File: config.mk
export PLATFORM = sky130hd
export DESIGN_NAME = fcd_dma_ctrl
export DESIGN_NICKNAME = d
export VERILOG_FILES = /design/src/verilog/fcd_pkg.sv /design/src/verilog/fcd_dma_ctrl.sv
export SDC_FILE = /design/constraint.sdc
export NUM_CORES = 2
export LEC_CHECK = 0
export ABC_AREA = 1
export BUFFER_PORTS_ARGS = -buffer_cell sky130_fd_sc_hd__buf_2
export CORE_ASPECT_RATIO = 0.8
export CORE_MARGIN = 1.5
export CORE_UTILIZATION = 30
export CTS_CLUSTER_SIZE = 25
export DETAILED_ROUTE_END_ITERATION = 8
export GPL_ROUTABILITY_DRIVEN = 0
export PLACE_DENSITY = 0.49
export SLEW_MARGIN = 15
export SYNTH_ARGS = -nofsm -noshare
export SYNTH_HDL_FRONTEND = slang
export SYNTH_SLANG_ARGS = --single-unit
File: constraint.sdc
create_clock -name core_clk -period 6.2 [get_ports core_clk]
set_clock_uncertainty 0.2 [all_clocks]
set_input_delay 0.31 -clock core_clk [delete_from_list [all_inputs] [get_ports core_clk]]
set_output_delay 0.31 -clock core_clk [all_outputs]
set_load 0.05 [all_outputs]
File: src/verilog/fcd_pkg.sv
// Shared constants for the four-channel DMA controller.
package fcd_pkg;
   localparam int NUM_CH = 4;
   localparam int ADDR_W = 32;
   localparam int DATA_W = 32;
   localparam int CNT_W = 16;
   localparam int AXI_AW = 8;
   localparam int TMR_W = 6;

   // Register map, byte addresses.
   localparam logic [AXI_AW-1:0] CH_STRIDE = 8'h20;
   localparam logic [4:0] OFF_CTRL = 5'h00;
   localparam logic [4:0] OFF_TRIG = 5'h04;
   localparam logic [4:0] OFF_SRC = 5'h08;
   localparam logic [4:0] OFF_DST = 5'h0c;
   localparam logic [4:0] OFF_CNT = 5'h10;
   localparam logic [4:0] OFF_ACNT = 5'h14;
   localparam logic [AXI_AW-1:0] OFF_BCT = 8'h80;
   localparam logic [AXI_AW-1:0] OFF_STAT = 8'h84;
   localparam int GLOBAL_BIT = 7;
   localparam int CH_SEL_LSB = 5;

   // Channel control and trigger register fields.
   localparam int CTL_EN = 0;
   localparam int CTL_STG = 1;
   localparam int CTL_INIT = 2;
   localparam int CTL_TC = 3;
   localparam int CTL_MODE_LSB = 4;
   localparam int CTL_HALF = 6;
   localparam int CTL_SOBJ_LSB = 8;
   localparam int CTL_DOBJ_LSB = 10;
   localparam int TRIG_ON = 7;
   localparam int TRIG_SEL_W = 3;

   localparam logic [1:0] MODE_SINGLE = 2'h0;
   localparam logic [1:0] MODE_STEP = 2'h1;
   localparam logic [1:0] MODE_BLOCK = 2'h2;

   localparam logic [1:0] OBJ_RAM = 2'h0;
   localparam logic [1:0] OBJ_PERI = 2'h1;
   localparam logic [1:0] OBJ_EXT_IO = 2'h2;
   localparam logic [1:0] OBJ_EXT_MEM = 2'h3;

   // Bus cycle type register: wait clocks for external cycles.
   localparam int BCT_MEM_LSB = 0;
   localparam int BCT_IO_LSB = 4;
   localparam int BCT_W = 4;

   // Minimum clock counts.
   localparam logic [TMR_W-1:0] ACK_LEAD_CLK = 6'h04;
   localparam logic [TMR_W-1:0] RAM_CLK = 6'h02;
   localparam logic [TMR_W-1:0] PERI_CLK = 6'h03;
   localparam logic [TMR_W-1:0] EXT_BASE_CLK = 6'h02;

   localparam logic [1:0] RESP_OKAY = 2'h0;
   localparam logic [1:0] RESP_SLVERR = 2'h2;

   typedef enum logic [1:0] {FCD_IDLE, FCD_START, FCD_XFER, FCD_END} fcd_state_t;
endpackage

File: src/verilog/fcd_dma_ctrl.sv
// Four-channel DMA controller with AXI4-Lite register access.
`timescale 1ns/1ps
`default_nettype none
module fcd_dma_ctrl #(
   parameter int NUM_CH = fcd_pkg::NUM_CH,
   parameter int NUM_PERI = 8,
   parameter int CNT_W = fcd_pkg::CNT_W
) (
   input wire logic core_clk,
   input wire logic arst_n,
   input wire logic [fcd_pkg::AXI_AW-1:0] s_axi_awaddr,
   input wire logic s_axi_awvalid,
   output logic s_axi_awready,
   input wire logic [31:0] s_axi_wdata,
   input wire logic [3:0] s_axi_wstrb,
   input wire logic s_axi_wvalid,
   output logic s_axi_wready,
   output logic [1:0] s_axi_bresp,
   output logic s_axi_bvalid,
   input wire logic s_axi_bready,
   input wire logic [fcd_pkg::AXI_AW-1:0] s_axi_araddr,
   input wire logic s_axi_arvalid,
   output logic s_axi_arready,
   output logic [31:0] s_axi_rdata,
   output logic [1:0] s_axi_rresp,
   output logic s_axi_rvalid,
   input wire logic s_axi_rready,
   input wire logic [NUM_CH-1:0] xfer_request_pin_n,
   output logic [NUM_CH-1:0] xfer_acknowledge_pin_n,
   output logic [NUM_CH-1:0] terminal_count_n,
   output logic [NUM_CH-1:0] transfer_end_irq,
   input wire logic [NUM_PERI-1:0] periph_irq,
   input wire logic bus_hold,
   input wire logic refresh_active,
   input wire logic nmi_in,
   output logic [31:0] xfer_src_addr,
   output logic [31:0] xfer_dst_addr,
   output logic xfer_strobe,
   output logic ext_bus_used
);
   localparam int TW = fcd_pkg::TMR_W;

   generate
      if (NUM_CH < 1 || NUM_CH > 4 || NUM_PERI < 1 || NUM_PERI > 8 ||
          CNT_W < 2 || CNT_W > 32) begin
         $error("Unsupported channel, peripheral or count width parameter.");
      end
   endgenerate

   // Pin synchronisers: three stages, a change counts once stages two and three agree.
   logic [NUM_CH:0] sync1_reg, sync2_reg, sync3_reg, pin_lvl_reg;
   always_ff @(posedge core_clk or negedge arst_n) begin
      if (!arst_n) begin
         sync1_reg <= '1;
         sync2_reg <= '1;
         sync3_reg <= '1;
         pin_lvl_reg <= '1;
      end else begin
         sync1_reg <= {~nmi_in, xfer_request_pin_n};
         sync2_reg <= sync1_reg;
         sync3_reg <= sync2_reg;
         pin_lvl_reg <= (sync2_reg & sync3_reg) | (pin_lvl_reg & (sync2_reg | sync3_reg));
      end
   end
   logic [NUM_CH-1:0] ext_req;
   logic nmi_lvl, nmi_prev_reg, nmi_event;
   assign ext_req = ~pin_lvl_reg[NUM_CH-1:0];
   assign nmi_lvl = ~pin_lvl_reg[NUM_CH];
   always_ff @(posedge core_clk or negedge arst_n) begin
      if (!arst_n) begin
         nmi_prev_reg <= 1'b0;
      end else begin
         nmi_prev_reg <= nmi_lvl;
      end
   end
   assign nmi_event = nmi_lvl & ~nmi_prev_reg;

   // Per-channel state, then the global bus cycle type and NMI hold registers.
   logic [NUM_CH-1:0] en_reg, stg_reg, tc_reg, pend_reg, started_reg, half_reg, ack_reg;
   logic [NUM_CH-1:0] tc_pulse_reg;
   logic [1:0] mode_reg [NUM_CH];
   logic [1:0] sobj_reg [NUM_CH];
   logic [1:0] dobj_reg [NUM_CH];
   logic [7:0] trig_reg [NUM_CH];
   logic [31:0] stg_src_reg [NUM_CH];
   logic [31:0] stg_dst_reg [NUM_CH];
   logic [CNT_W-1:0] stg_cnt_reg [NUM_CH];
   logic [31:0] act_src_reg [NUM_CH];
   logic [31:0] act_dst_reg [NUM_CH];
   logic [CNT_W-1:0] act_cnt_reg [NUM_CH];
   logic [7:0] bct_reg;
   logic nmi_hold_reg;

   fcd_pkg::fcd_state_t state_reg;
   logic [1:0] cur_reg;
   logic [TW-1:0] tmr_reg;
   logic ext_path_reg;

   // Register bus: write address and data are captured independently.
   logic aw_have_reg, w_have_reg;
   logic [fcd_pkg::AXI_AW-1:0] aw_addr_reg;
   logic [31:0] w_data_reg;
   logic [3:0] w_strb_reg;
   logic wr_fire;
   assign s_axi_awready = ~aw_have_reg;
   assign s_axi_wready = ~w_have_reg;
   assign wr_fire = aw_have_reg & w_have_reg & ~s_axi_bvalid;

   function automatic logic [31:0] rd_mux(input logic [fcd_pkg::AXI_AW-1:0] a, output logic ok);
      logic [1:0] c;
      logic [31:0] v;
      c = a[fcd_pkg::CH_SEL_LSB +: 2];
      v = '0;
      ok = 1'b1;
      if (a == fcd_pkg::OFF_BCT) begin
         v[7:0] = bct_reg;
      end else if (a == fcd_pkg::OFF_STAT) begin
         v = {26'h0, ext_bus_used, (state_reg != fcd_pkg::FCD_IDLE), nmi_hold_reg, 1'b0, cur_reg};
      end else if (a[fcd_pkg::GLOBAL_BIT] || 32'(c) >= NUM_CH) begin
         ok = 1'b0;
      end else begin
         unique case (a[4:0])
            fcd_pkg::OFF_CTRL: begin
               v[fcd_pkg::CTL_EN] = en_reg[c];
               v[fcd_pkg::CTL_STG] = stg_reg[c];
               v[fcd_pkg::CTL_TC] = tc_reg[c];
               v[fcd_pkg::CTL_MODE_LSB +: 2] = mode_reg[c];
               v[fcd_pkg::CTL_HALF] = half_reg[c];
               v[fcd_pkg::CTL_SOBJ_LSB +: 2] = sobj_reg[c];
               v[fcd_pkg::CTL_DOBJ_LSB +: 2] = dobj_reg[c];
            end
            fcd_pkg::OFF_TRIG: v[7:0] = trig_reg[c];
            fcd_pkg::OFF_SRC: v = stg_src_reg[c];
            fcd_pkg::OFF_DST: v = stg_dst_reg[c];
            fcd_pkg::OFF_CNT: v[CNT_W-1:0] = stg_cnt_reg[c];
            fcd_pkg::OFF_ACNT: v[CNT_W-1:0] = act_cnt_reg[c];
            default: ok = 1'b0;
         endcase
      end
      return v;
   endfunction

   logic [31:0] wr_old, wr_val, rd_val;
   logic wr_ok, rd_ok;
   always_comb begin
      wr_old = rd_mux(aw_addr_reg, wr_ok);
      for (int b = 0; b < 4; b++) begin
         wr_val[8*b +: 8] = w_strb_reg[b] ? w_data_reg[8*b +: 8] : wr_old[8*b +: 8];
      end
      rd_val = rd_mux(s_axi_araddr, rd_ok);
   end

   always_ff @(posedge core_clk or negedge arst_n) begin
      if (!arst_n) begin
         aw_have_reg <= 1'b0;
         w_have_reg <= 1'b0;
         aw_addr_reg <= '0;
         w_data_reg <= '0;
         w_strb_reg <= '0;
         s_axi_bvalid <= 1'b0;
         s_axi_bresp <= fcd_pkg::RESP_OKAY;
      end else begin
         if (s_axi_awvalid && !aw_have_reg) begin
            aw_have_reg <= 1'b1;
            aw_addr_reg <= s_axi_awaddr;
         end
         if (s_axi_wvalid && !w_have_reg) begin
            w_have_reg <= 1'b1;
            w_data_reg <= s_axi_wdata;
            w_strb_reg <= s_axi_wstrb;
         end
         if (wr_fire) begin
            aw_have_reg <= 1'b0;
            w_have_reg <= 1'b0;
            s_axi_bvalid <= 1'b1;
            s_axi_bresp <= wr_ok ? fcd_pkg::RESP_OKAY : fcd_pkg::RESP_SLVERR;
         end else if (s_axi_bready) begin
            s_axi_bvalid <= 1'b0;
         end
      end
   end

   assign s_axi_arready = ~s_axi_rvalid;
   always_ff @(posedge core_clk or negedge arst_n) begin
      if (!arst_n) begin
         s_axi_rvalid <= 1'b0;
         s_axi_rdata <= '0;
         s_axi_rresp <= fcd_pkg::RESP_OKAY;
      end else if (s_axi_arvalid && !s_axi_rvalid) begin
         s_axi_rvalid <= 1'b1;
         s_axi_rdata <= rd_val;
         s_axi_rresp <= rd_ok ? fcd_pkg::RESP_OKAY : fcd_pkg::RESP_SLVERR;
      end else if (s_axi_rready) begin
         s_axi_rvalid <= 1'b0;
      end
   end

   logic bct_wr;
   assign bct_wr = wr_fire && aw_addr_reg == fcd_pkg::OFF_BCT;
   always_ff @(posedge core_clk or negedge arst_n) begin
      if (!arst_n) begin
         bct_reg <= '0;
      end else if (bct_wr) begin
         bct_reg <= wr_val[7:0];
      end
   end

   // Engine status shared with the channel slices.
   logic cyc_done, last_cyc, nmi_apply, suspend;
   logic [NUM_CH-1:0] elig, init_wr;
   logic [1:0] win;
   assign suspend = bus_hold | refresh_active;
   assign cyc_done = state_reg == fcd_pkg::FCD_XFER && !suspend && tmr_reg == '0;
   assign last_cyc = act_cnt_reg[cur_reg] == CNT_W'(1);
   assign nmi_apply = nmi_hold_reg && state_reg == fcd_pkg::FCD_IDLE;

   genvar i;
   generate
      for (i = 0; i < NUM_CH; i++) begin : g_ch
         logic sel, ctl_wr, mine_done, end_now, load, src_trig, set_pend;
         logic [1:0] inc;
         assign sel = wr_fire && !aw_addr_reg[fcd_pkg::GLOBAL_BIT] &&
                      32'(aw_addr_reg[fcd_pkg::CH_SEL_LSB +: 2]) == i;
         assign ctl_wr = sel && aw_addr_reg[4:0] == fcd_pkg::OFF_CTRL;
         assign init_wr[i] = ctl_wr && w_strb_reg[0] && w_data_reg[fcd_pkg::CTL_INIT];
         assign mine_done = cyc_done && 32'(cur_reg) == i;
         assign end_now = state_reg == fcd_pkg::FCD_END && 32'(cur_reg) == i;
         assign load = end_now || init_wr[i] ||
                       (ctl_wr && wr_val[fcd_pkg::CTL_EN] && !en_reg[i] && !started_reg[i]);
         assign src_trig = trig_reg[i][fcd_pkg::TRIG_ON] &&
                           periph_irq[trig_reg[i][fcd_pkg::TRIG_SEL_W-1:0]];
         assign set_pend = en_reg[i] && !tc_reg[i] &&
                           ((ext_req[i] && !ack_reg[i]) || stg_reg[i] || src_trig);
         assign inc = half_reg[i] ? 2'h2 : 2'h1;
         assign elig[i] = pend_reg[i] & en_reg[i] & ~tc_reg[i];

         always_ff @(posedge core_clk or negedge arst_n) begin
            if (!arst_n) begin
               en_reg[i] <= 1'b0;
               stg_reg[i] <= 1'b0;
               tc_reg[i] <= 1'b0;
               mode_reg[i] <= fcd_pkg::MODE_SINGLE;
               half_reg[i] <= 1'b0;
               sobj_reg[i] <= fcd_pkg::OBJ_RAM;
               dobj_reg[i] <= fcd_pkg::OBJ_RAM;
            end else begin
               if (ctl_wr) begin
                  en_reg[i] <= wr_val[fcd_pkg::CTL_EN] && !init_wr[i];
                  mode_reg[i] <= wr_val[fcd_pkg::CTL_MODE_LSB +: 2];
                  half_reg[i] <= wr_val[fcd_pkg::CTL_HALF];
                  sobj_reg[i] <= wr_val[fcd_pkg::CTL_SOBJ_LSB +: 2];
                  dobj_reg[i] <= wr_val[fcd_pkg::CTL_DOBJ_LSB +: 2];
               end else if (end_now || nmi_apply) begin
                  en_reg[i] <= 1'b0;
               end
               if (init_wr[i]) begin
                  stg_reg[i] <= 1'b0;
               end else if (ctl_wr && wr_val[fcd_pkg::CTL_STG]) begin
                  stg_reg[i] <= 1'b1;
               end else if (en_reg[i] && !tc_reg[i]) begin
                  stg_reg[i] <= 1'b0;
               end
               if (end_now) begin
                  tc_reg[i] <= 1'b1;
               end else if (init_wr[i] ||
                            (ctl_wr && w_strb_reg[0] && w_data_reg[fcd_pkg::CTL_TC])) begin
                  tc_reg[i] <= 1'b0;
               end
            end
         end

         always_ff @(posedge core_clk or negedge arst_n) begin
            if (!arst_n) begin
               pend_reg[i] <= 1'b0;
            end else if (init_wr[i] || end_now) begin
               pend_reg[i] <= 1'b0;
            end else if (set_pend) begin
               pend_reg[i] <= 1'b1;
            end else if ((mine_done && mode_reg[i] != fcd_pkg::MODE_STEP &&
                          mode_reg[i] != fcd_pkg::MODE_BLOCK) ||
                         (nmi_apply && mode_reg[i] != fcd_pkg::MODE_STEP &&
                          mode_reg[i] != fcd_pkg::MODE_BLOCK)) begin
               pend_reg[i] <= 1'b0;
            end
         end

         // Staged copies take every write; active copies only follow at the load points.
         always_ff @(posedge core_clk or negedge arst_n) begin
            if (!arst_n) begin
               trig_reg[i] <= '0;
               stg_src_reg[i] <= '0;
               stg_dst_reg[i] <= '0;
               stg_cnt_reg[i] <= '0;
            end else if (sel) begin
               if (aw_addr_reg[4:0] == fcd_pkg::OFF_TRIG) trig_reg[i] <= wr_val[7:0];
               if (aw_addr_reg[4:0] == fcd_pkg::OFF_SRC) stg_src_reg[i] <= wr_val;
               if (aw_addr_reg[4:0] == fcd_pkg::OFF_DST) stg_dst_reg[i] <= wr_val;
               if (aw_addr_reg[4:0] == fcd_pkg::OFF_CNT) stg_cnt_reg[i] <= wr_val[CNT_W-1:0];
            end
         end

         always_ff @(posedge core_clk or negedge arst_n) begin
            if (!arst_n) begin
               act_src_reg[i] <= '0;
               act_dst_reg[i] <= '0;
               act_cnt_reg[i] <= '0;
               started_reg[i] <= 1'b0;
            end else if (load) begin
               act_src_reg[i] <= stg_src_reg[i];
               act_dst_reg[i] <= stg_dst_reg[i];
               act_cnt_reg[i] <= stg_cnt_reg[i];
               started_reg[i] <= 1'b0;
            end else if (mine_done) begin
               act_src_reg[i] <= {act_src_reg[i][31:1], act_src_reg[i][0] & ~half_reg[i]} +
                                 32'(inc);
               act_dst_reg[i] <= {act_dst_reg[i][31:1], act_dst_reg[i][0] & ~half_reg[i]} +
                                 32'(inc);
               act_cnt_reg[i] <= act_cnt_reg[i] - CNT_W'(1);
               started_reg[i] <= 1'b1;
            end
         end
      end
   endgenerate

   // Lowest index wins among eligible channels.
   always_comb begin
      win = '0;
      for (int c = NUM_CH - 1; c >= 0; c--) begin
         if (elig[c]) win = 2'(c);
      end
   end

   function automatic logic [TW-1:0] obj_clk(input logic [1:0] obj, input logic [7:0] bus_cycle_type_reg);
      logic [TW-1:0] r;
      unique case (obj)
         fcd_pkg::OBJ_RAM: r = fcd_pkg::RAM_CLK;
         fcd_pkg::OBJ_PERI: r = fcd_pkg::PERI_CLK;
         fcd_pkg::OBJ_EXT_IO: r = fcd_pkg::EXT_BASE_CLK +
                                  TW'(bus_cycle_type_reg[fcd_pkg::BCT_IO_LSB +: fcd_pkg::BCT_W]);
         fcd_pkg::OBJ_EXT_MEM: r = fcd_pkg::EXT_BASE_CLK +
                                   TW'(bus_cycle_type_reg[fcd_pkg::BCT_MEM_LSB +: fcd_pkg::BCT_W]);
      endcase
      return r;
   endfunction

   logic [TW-1:0] cyc_len;
   logic cur_ext;
   assign cyc_len = obj_clk(sobj_reg[cur_reg], bct_reg) + obj_clk(dobj_reg[cur_reg], bct_reg) -
                    TW'(1);
   assign cur_ext = sobj_reg[cur_reg][1] | dobj_reg[cur_reg][1];

   always_ff @(posedge core_clk or negedge arst_n) begin
      if (!arst_n) begin
         nmi_hold_reg <= 1'b0;
      end else if (nmi_event && state_reg != fcd_pkg::FCD_IDLE) begin
         nmi_hold_reg <= 1'b1;
      end else if (nmi_apply || (nmi_event && state_reg == fcd_pkg::FCD_IDLE)) begin
         nmi_hold_reg <= nmi_event && state_reg == fcd_pkg::FCD_IDLE;
      end
   end

   // Bus engine. The abort on initialize may cut a cycle short; that is the point of it.
   always_ff @(posedge core_clk or negedge arst_n) begin
      if (!arst_n) begin
         state_reg <= fcd_pkg::FCD_IDLE;
         cur_reg <= '0;
         tmr_reg <= '0;
         ext_path_reg <= 1'b0;
         ack_reg <= '0;
         tc_pulse_reg <= '0;
         xfer_strobe <= 1'b0;
         ext_bus_used <= 1'b0;
         xfer_src_addr <= '0;
         xfer_dst_addr <= '0;
      end else begin
         tc_pulse_reg <= '0;
         xfer_strobe <= 1'b0;
         if (state_reg != fcd_pkg::FCD_IDLE && init_wr[cur_reg]) begin
            state_reg <= fcd_pkg::FCD_IDLE;
            ack_reg <= '0;
            ext_bus_used <= 1'b0;
         end else begin
            unique case (state_reg)
               fcd_pkg::FCD_IDLE: begin
                  if (|elig && !nmi_hold_reg) begin
                     cur_reg <= win;
                     ext_path_reg <= ext_req[win];
                     tmr_reg <= ext_req[win] ? fcd_pkg::ACK_LEAD_CLK - TW'(1) : '0;
                     state_reg <= fcd_pkg::FCD_START;
                  end
               end
               fcd_pkg::FCD_START: begin
                  if (tmr_reg != '0) begin
                     tmr_reg <= tmr_reg - TW'(1);
                  end else begin
                     ack_reg[cur_reg] <= ext_path_reg;
                     tmr_reg <= cyc_len;
                     ext_bus_used <= cur_ext;
                     xfer_src_addr <= {act_src_reg[cur_reg][31:1],
                                       act_src_reg[cur_reg][0] & ~half_reg[cur_reg]};
                     xfer_dst_addr <= {act_dst_reg[cur_reg][31:1],
                                       act_dst_reg[cur_reg][0] & ~half_reg[cur_reg]};
                     state_reg <= fcd_pkg::FCD_XFER;
                  end
               end
               fcd_pkg::FCD_XFER: begin
                  if (!suspend) begin
                     if (tmr_reg != '0) begin
                        tmr_reg <= tmr_reg - TW'(1);
                     end else begin
                        xfer_strobe <= 1'b1;
                        if (last_cyc) begin
                           ack_reg <= '0;
                           ext_bus_used <= 1'b0;
                           state_reg <= fcd_pkg::FCD_END;
                        end else if (mode_reg[cur_reg] == fcd_pkg::MODE_BLOCK &&
                                     !nmi_hold_reg) begin
                           tmr_reg <= cyc_len;
                           xfer_src_addr <= xfer_src_addr + (half_reg[cur_reg] ? 32'h2 : 32'h1);
                           xfer_dst_addr <= xfer_dst_addr + (half_reg[cur_reg] ? 32'h2 : 32'h1);
                        end else begin
                           ack_reg <= '0;
                           ext_bus_used <= 1'b0;
                           state_reg <= fcd_pkg::FCD_IDLE;
                        end
                     end
                  end
               end
               fcd_pkg::FCD_END: begin
                  tc_pulse_reg[cur_reg] <= 1'b1;
                  state_reg <= fcd_pkg::FCD_IDLE;
               end
            endcase
         end
      end
   end

   assign xfer_acknowledge_pin_n = ~ack_reg;
   assign terminal_count_n = ~tc_pulse_reg;
   assign transfer_end_irq = tc_reg;
endmodule
`default_nettype wire

# Word-level counts from Yosys, hierarchy flattened
# Index checks and enable logic that the tools add are counted.
[classes]
n_bitwise = 50
n_addsub = 19
magnitude_cmp = 12
n_reduce_logical = 211
eq_ne = 52
muxes = 276
[ops]
columns = ["cell", "n"]
rows = [
  ["two-way mux 32 bit", 42],
  ["binary-select mux 32 bit (select 2 bit)", 6],
  ["adder 32 x 2 -> 32 bit", 9],
  ["two-way mux 16 bit", 18],
  ["binary-select mux 16 bit (select 2 bit)", 5],
  ["case mux 32 bit (2 select lines)", 2],
  ["logical AND 1 bit", 94],
  ["two-way mux 1 bit", 92],
  ["two-way mux 8 bit", 10],
  ["two-way mux 2 bit", 37],
  ["case mux 16 bit (2 select lines)", 2],
  ["subtractor 16 x 1 -> 16 bit, second input constant", 4],
  ["two-way mux 24 bit", 2],
  ["case mux 4 bit (6 select lines)", 2],
  ["case mux 6 bit (4 select lines)", 2],
  ["case mux 4 bit (5 select lines)", 2],
  ["nonzero test 2 bit", 19],
  ["binary-select mux 2 bit (select 2 bit)", 9],
  ["two-way mux 6 bit", 6],
  ["adder 32 bit", 1],
  ["binary-select mux 8 bit (select 2 bit)", 2],
  ["== test 8 bit, second input constant", 4],
  ["two-way mux 4 bit", 8],
  ["case mux 4 bit (4 select lines)", 2],
  ["other kinds (50)", 240],
]
[word_totals]
regBits = 919
output_inout_bits = 119
wordCells = 711
inputBits = 74

# Depth between registers and ports, before layout
[depth]
ltp_word = 14
depth_mapped = 22
mapped_depth_nobuf = 21

# Worst setup path after synthesis
# Ideal clock, no wire load.
[synth_timing]
path_kind = "register -> register"
from = "reg cur_reg[1]"
to = "reg xfer_dst_addr[26]"
synth_period_minus_slack_ns = 3.622
stages_incl_launch_ff = 23
path_slack_ns = 2.578
t_arrival_ns = 3.295
setup_ns = 0.127
required_ns = 5.873
path_cell_list = "dfrtp_1 > inv_1 > nand2_1 > clkbuf_1 > o22ai_1 > a21oi_1 > o21a_1 > ha_1 > inv_1 > fa_1 > nor2_1 > nand2_1 > nor2_1 > inv_1 > nor3_1 > nand2_1 > inv_1 > nand4_1 > xor2_1 > nand2_1 > nand2_1 > nand2_1 > o21ai_0"
[synth_via]
elab_chain_len = 9
[synth_lines]
columns = ["item", "line", "source"]
rows = [
  ["start, declared", "fcd_dma_ctrl.sv:95", "logic [1:0] cur_reg;"],
  ["start signal, assigned", "fcd_dma_ctrl.sv:386", "cur_reg <= win;"],
  ["binary-select mux 1 bit (select 2 bit)", "fcd_dma_ctrl.sv:420", "xfer_dst_addr <= xfer_dst_addr + (half_reg[cur_reg] ? 32'h2 : 32'h1);"],
  ["two-way mux 1 bit (not written as such)", "fcd_dma_ctrl.sv:420", ""],
  ["two-way mux 2 bit", "fcd_dma_ctrl.sv:420", ""],
  ["adder 32 x 2 -> 32 bit", "fcd_dma_ctrl.sv:420", ""],
  ["two-way mux 32 bit", "fcd_dma_ctrl.sv:416", "end else if (mode_reg[cur_reg] == fcd_pkg::MODE_BLOCK &&"],
  ["two-way mux 32 bit", "fcd_dma_ctrl.sv:412", "if (last_cyc) begin"],
  ["two-way mux 32 bit", "fcd_dma_ctrl.sv:408", "if (tmr_reg != '0) begin"],
  ["two-way mux 32 bit", "fcd_dma_ctrl.sv:407", "if (!suspend) begin"],
  ["case mux 32 bit (2 select lines)", "fcd_dma_ctrl.sv:383", "unique case (state_reg)"],
  ["end signal, assigned", "fcd_dma_ctrl.sv:401", "xfer_dst_addr <= {act_dst_reg[cur_reg][31:1],"],
  ["end signal, assigned", "fcd_dma_ctrl.sv:420", ""],
  ["end, declared", "fcd_dma_ctrl.sv:37", "output logic [31:0] xfer_dst_addr,"],
]
# Several ways; a longest one is shown, not always the timed one. The select of a mux whose other input is x is not followed.
# A chain may end at the register's enable or synchronous reset.

# Worst setup path in the final report
[layout_timing]
from = "reg aw_addr_reg[5] in the netlist's numbering"
to = "reg act_dst_reg[123] in the netlist's numbering"
[layout_via]
elab_chain_len = 14
[layout_lines]
columns = ["item", "line", "source"]
rows = [
  ["start, declared", "fcd_dma_ctrl.sv:101", "logic [fcd_pkg::AXI_AW-1:0] aw_addr_reg;"],
  ["start signal, assigned", "fcd_dma_ctrl.sv:165", "aw_addr_reg <= s_axi_awaddr;"],
  ["NOT 2 -> 3 bit (not written as such)", "-", ""],
  ["binary-select mux 16 bit (select 2 bit) (tied with other cells)", "fcd_dma_ctrl.sv:136", "fcd_pkg::OFF_ACNT: v[CNT_W-1:0] = act_cnt_reg[c];"],
  ["two-way mux 16 bit (not written as such) (tied with other cells) (2 in a row)", "fcd_dma_ctrl.sv:136", ""],
  ["case mux 2 bit (6 select lines)", "fcd_dma_ctrl.sv:122", "unique case (a[4:0])"],
  ["two-way mux 32 bit", "fcd_dma_ctrl.sv:119", "end else if (a[fcd_pkg::GLOBAL_BIT] || 32'(c) >= NUM_CH) begin"],
  ["two-way mux 32 bit", "fcd_dma_ctrl.sv:117", "end else if (a == fcd_pkg::OFF_STAT) begin"],
  ["two-way mux 8 bit", "fcd_dma_ctrl.sv:115", "if (a == fcd_pkg::OFF_BCT) begin"],
  ["two-way mux 8 bit", "fcd_dma_ctrl.sv:148", "wr_val[8*b +: 8] = w_strb_reg[b] ? w_data_reg[8*b +: 8] : wr_old[8*b +: 8];"],
  ["logical AND 1 bit (3 in a row)", "fcd_dma_ctrl.sv:229", "(ctl_wr && wr_val[fcd_pkg::CTL_EN] && !en_reg[i] && !started_reg[i]);"],
  ["logical OR 1 bit *", "fcd_dma_ctrl.sv:228", "assign load = end_now || init_wr[i] ||"],
  ["two-way mux 32 bit or nonzero test 2 bit (tied branches)", "-", ""],
  ["end signal, assigned by index", "fcd_dma_ctrl.sv:310", "act_dst_reg[i] <= stg_dst_reg[i];"],
  ["end signal, assigned by index", "fcd_dma_ctrl.sv:316", "act_dst_reg[i] <= {act_dst_reg[i][31:1], act_dst_reg[i][0] & ~half_reg[i]} +"],
  ["end, declared", "fcd_dma_ctrl.sv:89", "logic [31:0] act_dst_reg [NUM_CH];"],
]
# Mark *: on every way between the ends. The rest lies on a longest branch, timed or not. The select of a mux whose other input is x is not followed.

==> results.py <==
metrics = {
    "status": {
        "outcome": "complete, but fails checks",
        "violations": "hold timing",
    },
    "global_routing": {
        "antenna_found_initial": 28,
        "grt_pass1_vias": 57500,
        "grt_overflow": 0,
        "grtUsageTotal_pct": 29.9,
        "grt_start_max_net_pins": 181,
        "grt_pass1_wl_mm": 428,
    },
    "critical_path": {
        "path_max_fanout": 43,
        "r2r-start": "aw_addr_reg[5]",
        "crit_type": "reg -> reg",
        "endpoint_kind": "flop",
        "r2r_cells": 13,
        "r2r_setup_slack_ns": 1.14,
        "crit_required_ns": 6.64,
        "reg2reg_to": "act_dst_reg[123]",
        "arrival_ns": 5.50,
        "start_kind": "flop",
    },
    "drt": {
        "postRouteWirelength_mm": 301,
        "postRouteAntennaNets": 0,
        "firstDrtPassIters": 9,
        "drt_iter0_drc": 10100,
        "drt-vias-per-instance": 5.84,
        "vias": 62400,
        "wire_per_inst_um": 28.1,
        "drcViolationCount": 0,
    },
    "clock_tree": {
        "clock_sinks": 917,
        "cts_buffers": 110,
        "cts.repair.resized": 0,
        "post_cts.repair.setup_buffers": 0,
        "clock_latency_ns": 0.79,
        "hold_buffers": 69,
        "root_buffer": "clkbuf_16",
        "clkTransAtPathRegs_ns": 0.07,
        "h-tree-depth": 3,
        "cts_tree": "yes",
        "cts_buffer_depth": 3,
    },
    "synth": {
        "synth_top_area_share_pct": 38.8,
        "yosys.area_share.simple_pct": 29.4,
        "synth_compound_area_share_pct": 15.6,
        "async_reset_ff_share_pct": 100,
        "netlist_top_cells_area": "dfrtp_1 (39%), nand2_1 (13%), o21ai_0 (5.8%), inv_1 (5.4%), nand4_1 (5.2%)",
        "syn_area_per_cell_um2": 7.20,
        "ys_ff_latch": 917,
        "synthCells": 8045,
        "yosys.cell_types.count": 68,
        "synthAdderAreaFrac_pct": 1.20,
        "yosysSeqAreaShare_pct": 39.7,
        "synth_mux_area_share_pct": 0.642,
        "synth_largest_area_cell": "dfrtp_1",
        "synthXorXnorAreaFrac_pct": 4.13,
        "yosys_warnings": 0,
        "synth_area_mm2": 0.0579,
        "synth_edf_count": 0,
        "synth_top_family_by_area": "simple AND/OR/NAND/NOR gates",
        "ys.flop_type": "dfrtp_1",
    },
    "die": {
        "core_mm2": 0.192,
        "start_util_pct": 30.1,
        "io-pin-count": 193,
        "row_count": 144,
        "die_h_um": 396,
        "dieArea_mm2": 0.196,
        "fp.dieW_um": 494,
    },
    "pwr": {
        "pwr-share-seq_pct": 35.1,
        "power_uw": 24800,
        "power_density_mw_per_mm2": 378,
        "ir_drop_uv": 265,
        "p_switching_uw": 11400,
        "leakage_uw": 0.0296,
        "internal-power_uw": 13500,
        "switching_share_pct": 45.8,
        "power_frac_comb_pct": 36.4,
        "clkPwrFrac_pct": 28.5,
    },
    "sta": {
        "finalSetupViolCount": 0,
        "holdWs_ns": -0.0125,
        "tns_ns": 0,
        "slew-limit-headroom_pct": 13.9,
        "drv_slew": 0,
        "hold_viol": 6,
        "worstMarginPinSlew_ns": 1.29,
        "layout_min_cycle_time_ns": 5.06,
        "min_period_over_period_pct": 81.7,
        "max_freq_ghz": 0.198,
        "rsz0062_at_grt": "false",
    },
    "cells_and_area": {
        "drive_above_1_share_pct": 8.23,
        "seqCellArea_mm2": 0.0230,
        "multiInputGateArea_mm2": 0.0297,
        "final_nets": 8167,
        "fillerInstances": 20500,
        "syn2layout_area_growth_pct": 13.6,
    },
    "flow_run": {
        "maxCapViolations": 0,
    },
    "place": {
        "io_buffers": 190,
        "hpwl_mm": 214,
    },
    "hold_path": {
        "hp-class": "in -> async",
    },
}
worst max-delay path: stages (launching register included):
cell and delay, ns:
dfrtp_1 0.83, nand2_4 0.54, o21ai_0 0.34, nor2_1 0.07, nor2_1 0.09, nor2_1 0.06
nand2_1 0.09, nand2_1 0.08, nand3_2 0.15, nand4_1 0.24, nand2_4 0.41, clkinv_2 0.92
nor2_1 0.70, nor2_1 0.09
final cells by class:
class / instances / share of cell area, %
multi-input combinational: 5758 / 45.2
sequential: 917 / 34.9
clock buffer: 164 / 5.07
inverter: 871 / 4.99
tap: 2555 / 4.86
timing repair buffer: 390 / 4.19
clock inverter: 33 / 0.732
antenna: 6 / 0.0228
kinds of logic after synthesis:
group,count (synthesis)
fa+ha+maj,50
flops,917
buf+inv,1371
other cells,1
compound gates,1531
xor+xnor,273
simple gates,3869
mux,33
cell usage in the layout (no fill, tap or decap), types with 68 or more instances in the layout:
master,synthesis,routed
inv_1,836,830
nor2_1,491,469
a21oi_1,267,267
o21ai_0,668,666
dfrtp_1,897,897
clkbuf_16,0,115
nand3_1,543,543
buf_2,130,188
nand2_1,2055,2048
a22oi_1,74,74
dlygate4sd3_1,0,69
nand4_1,484,484
o22ai_1,143,143
xor2_1,236,236
o211ai_1,68,68
nor3_1,165,165
buf_4,15,122
synth_stat cells, types with 6 or more instances:
| library cell | instances |
|---|---|
| o21ai_1 | 41 |
| o22ai_1 | 143 |
| buf_1 | 60 |
| xnor2_1 | 37 |
| inv_2 | 22 |
| a21oi_1 | 267 |
| nand2_1 | 2055 |
| ha_1 | 34 |
| a31oi_1 | 58 |
| or2_2 | 34 |
| dfstp_2 | 20 |
| clkbuf_1 | 289 |
| buf_2 | 130 |
| a22o_1 | 24 |
| o221ai_1 | 34 |
| o2111ai_1 | 50 |
| o21a_1 | 7 |
| mux2_2 | 33 |
| nand3_1 | 543 |
| a221oi_1 | 21 |
| buf_6 | 6 |
| nor4_1 | 48 |
| o31ai_1 | 27 |
| inv_1 | 836 |
| buf_4 | 15 |
| nor2_1 | 491 |
| nand4_1 | 484 |
| o2bb2ai_1 | 10 |
| fa_1 | 11 |
| nor3_1 | 165 |
| nor2_2 | 8 |
| o21ai_0 | 668 |
| clkinv_1 | 12 |
| dfrtp_1 | 897 |
| xor2_1 | 236 |
| a21boi_0 | 8 |
| nand3b_1 | 7 |
| o211ai_1 | 68 |
| nor3b_1 | 13 |
| a22oi_1 | 74 |
worst max path at each step:
stage	startpoint	to	slack, ns	cells after the start
finish	aw_addr_reg[5]	act_dst_reg[123]	1.14	13
global route	aw_addr_reg[5]	act_dst_reg[123]	0.97	13
CTS	cur_reg[1]	xfer_dst_addr[25]	1.46	17
detailed placement	cur_reg[1]	xfer_dst_addr[25]	1.48	17
global placement	aw_addr_reg[5]	act_dst_reg[8]	1.58	14
floorplan	cur_reg[1]	xfer_dst_addr[26]	2.58	22
metal layers:
layer / global-route usage (%) / vias to the layer above / share of wire [%]
li1: - / 27200 / -
met1: 42.8 / 30600 / 42
met2: 40.7 / 4039 / 39
met3: 11.3 / 553 / 15
met4: 9.81 / 28 / 3.7
met5: 0 / - / 0.11
through the flow:
step | std cells | hold WS, ns | setup slack [ns] | cell area (um^2) | utilization, %
after CTS | 10700 | 0.00123 | 1.46 | 65800 | 34.2
after global placement | 10400 | 0.146 | 1.58 | 61300 | 31.9
after global routing | 10700 | 0.0427 | 0.966 | 65800 | 34.2
final | 10700 | -0.0125 | 1.14 | 65800 | 34.2
after detailed placement | 10400 | 0.147 | 1.48 | 61300 | 31.9
after floorplan | 8046 | -0.186 | 2.58 | 57900 | -
power groups by stage:
stage               clock network, uW  logic (uW)  registers (uW)
floorplan                           0        4970            8570
global placement                    0        8650            8720
detailed placement                  0        8720            8720
CTS                              7150        8790            8620
global route                     7340        9590            8820
finish                           7080        9040            8720
(Power assumes the default switching activity.)
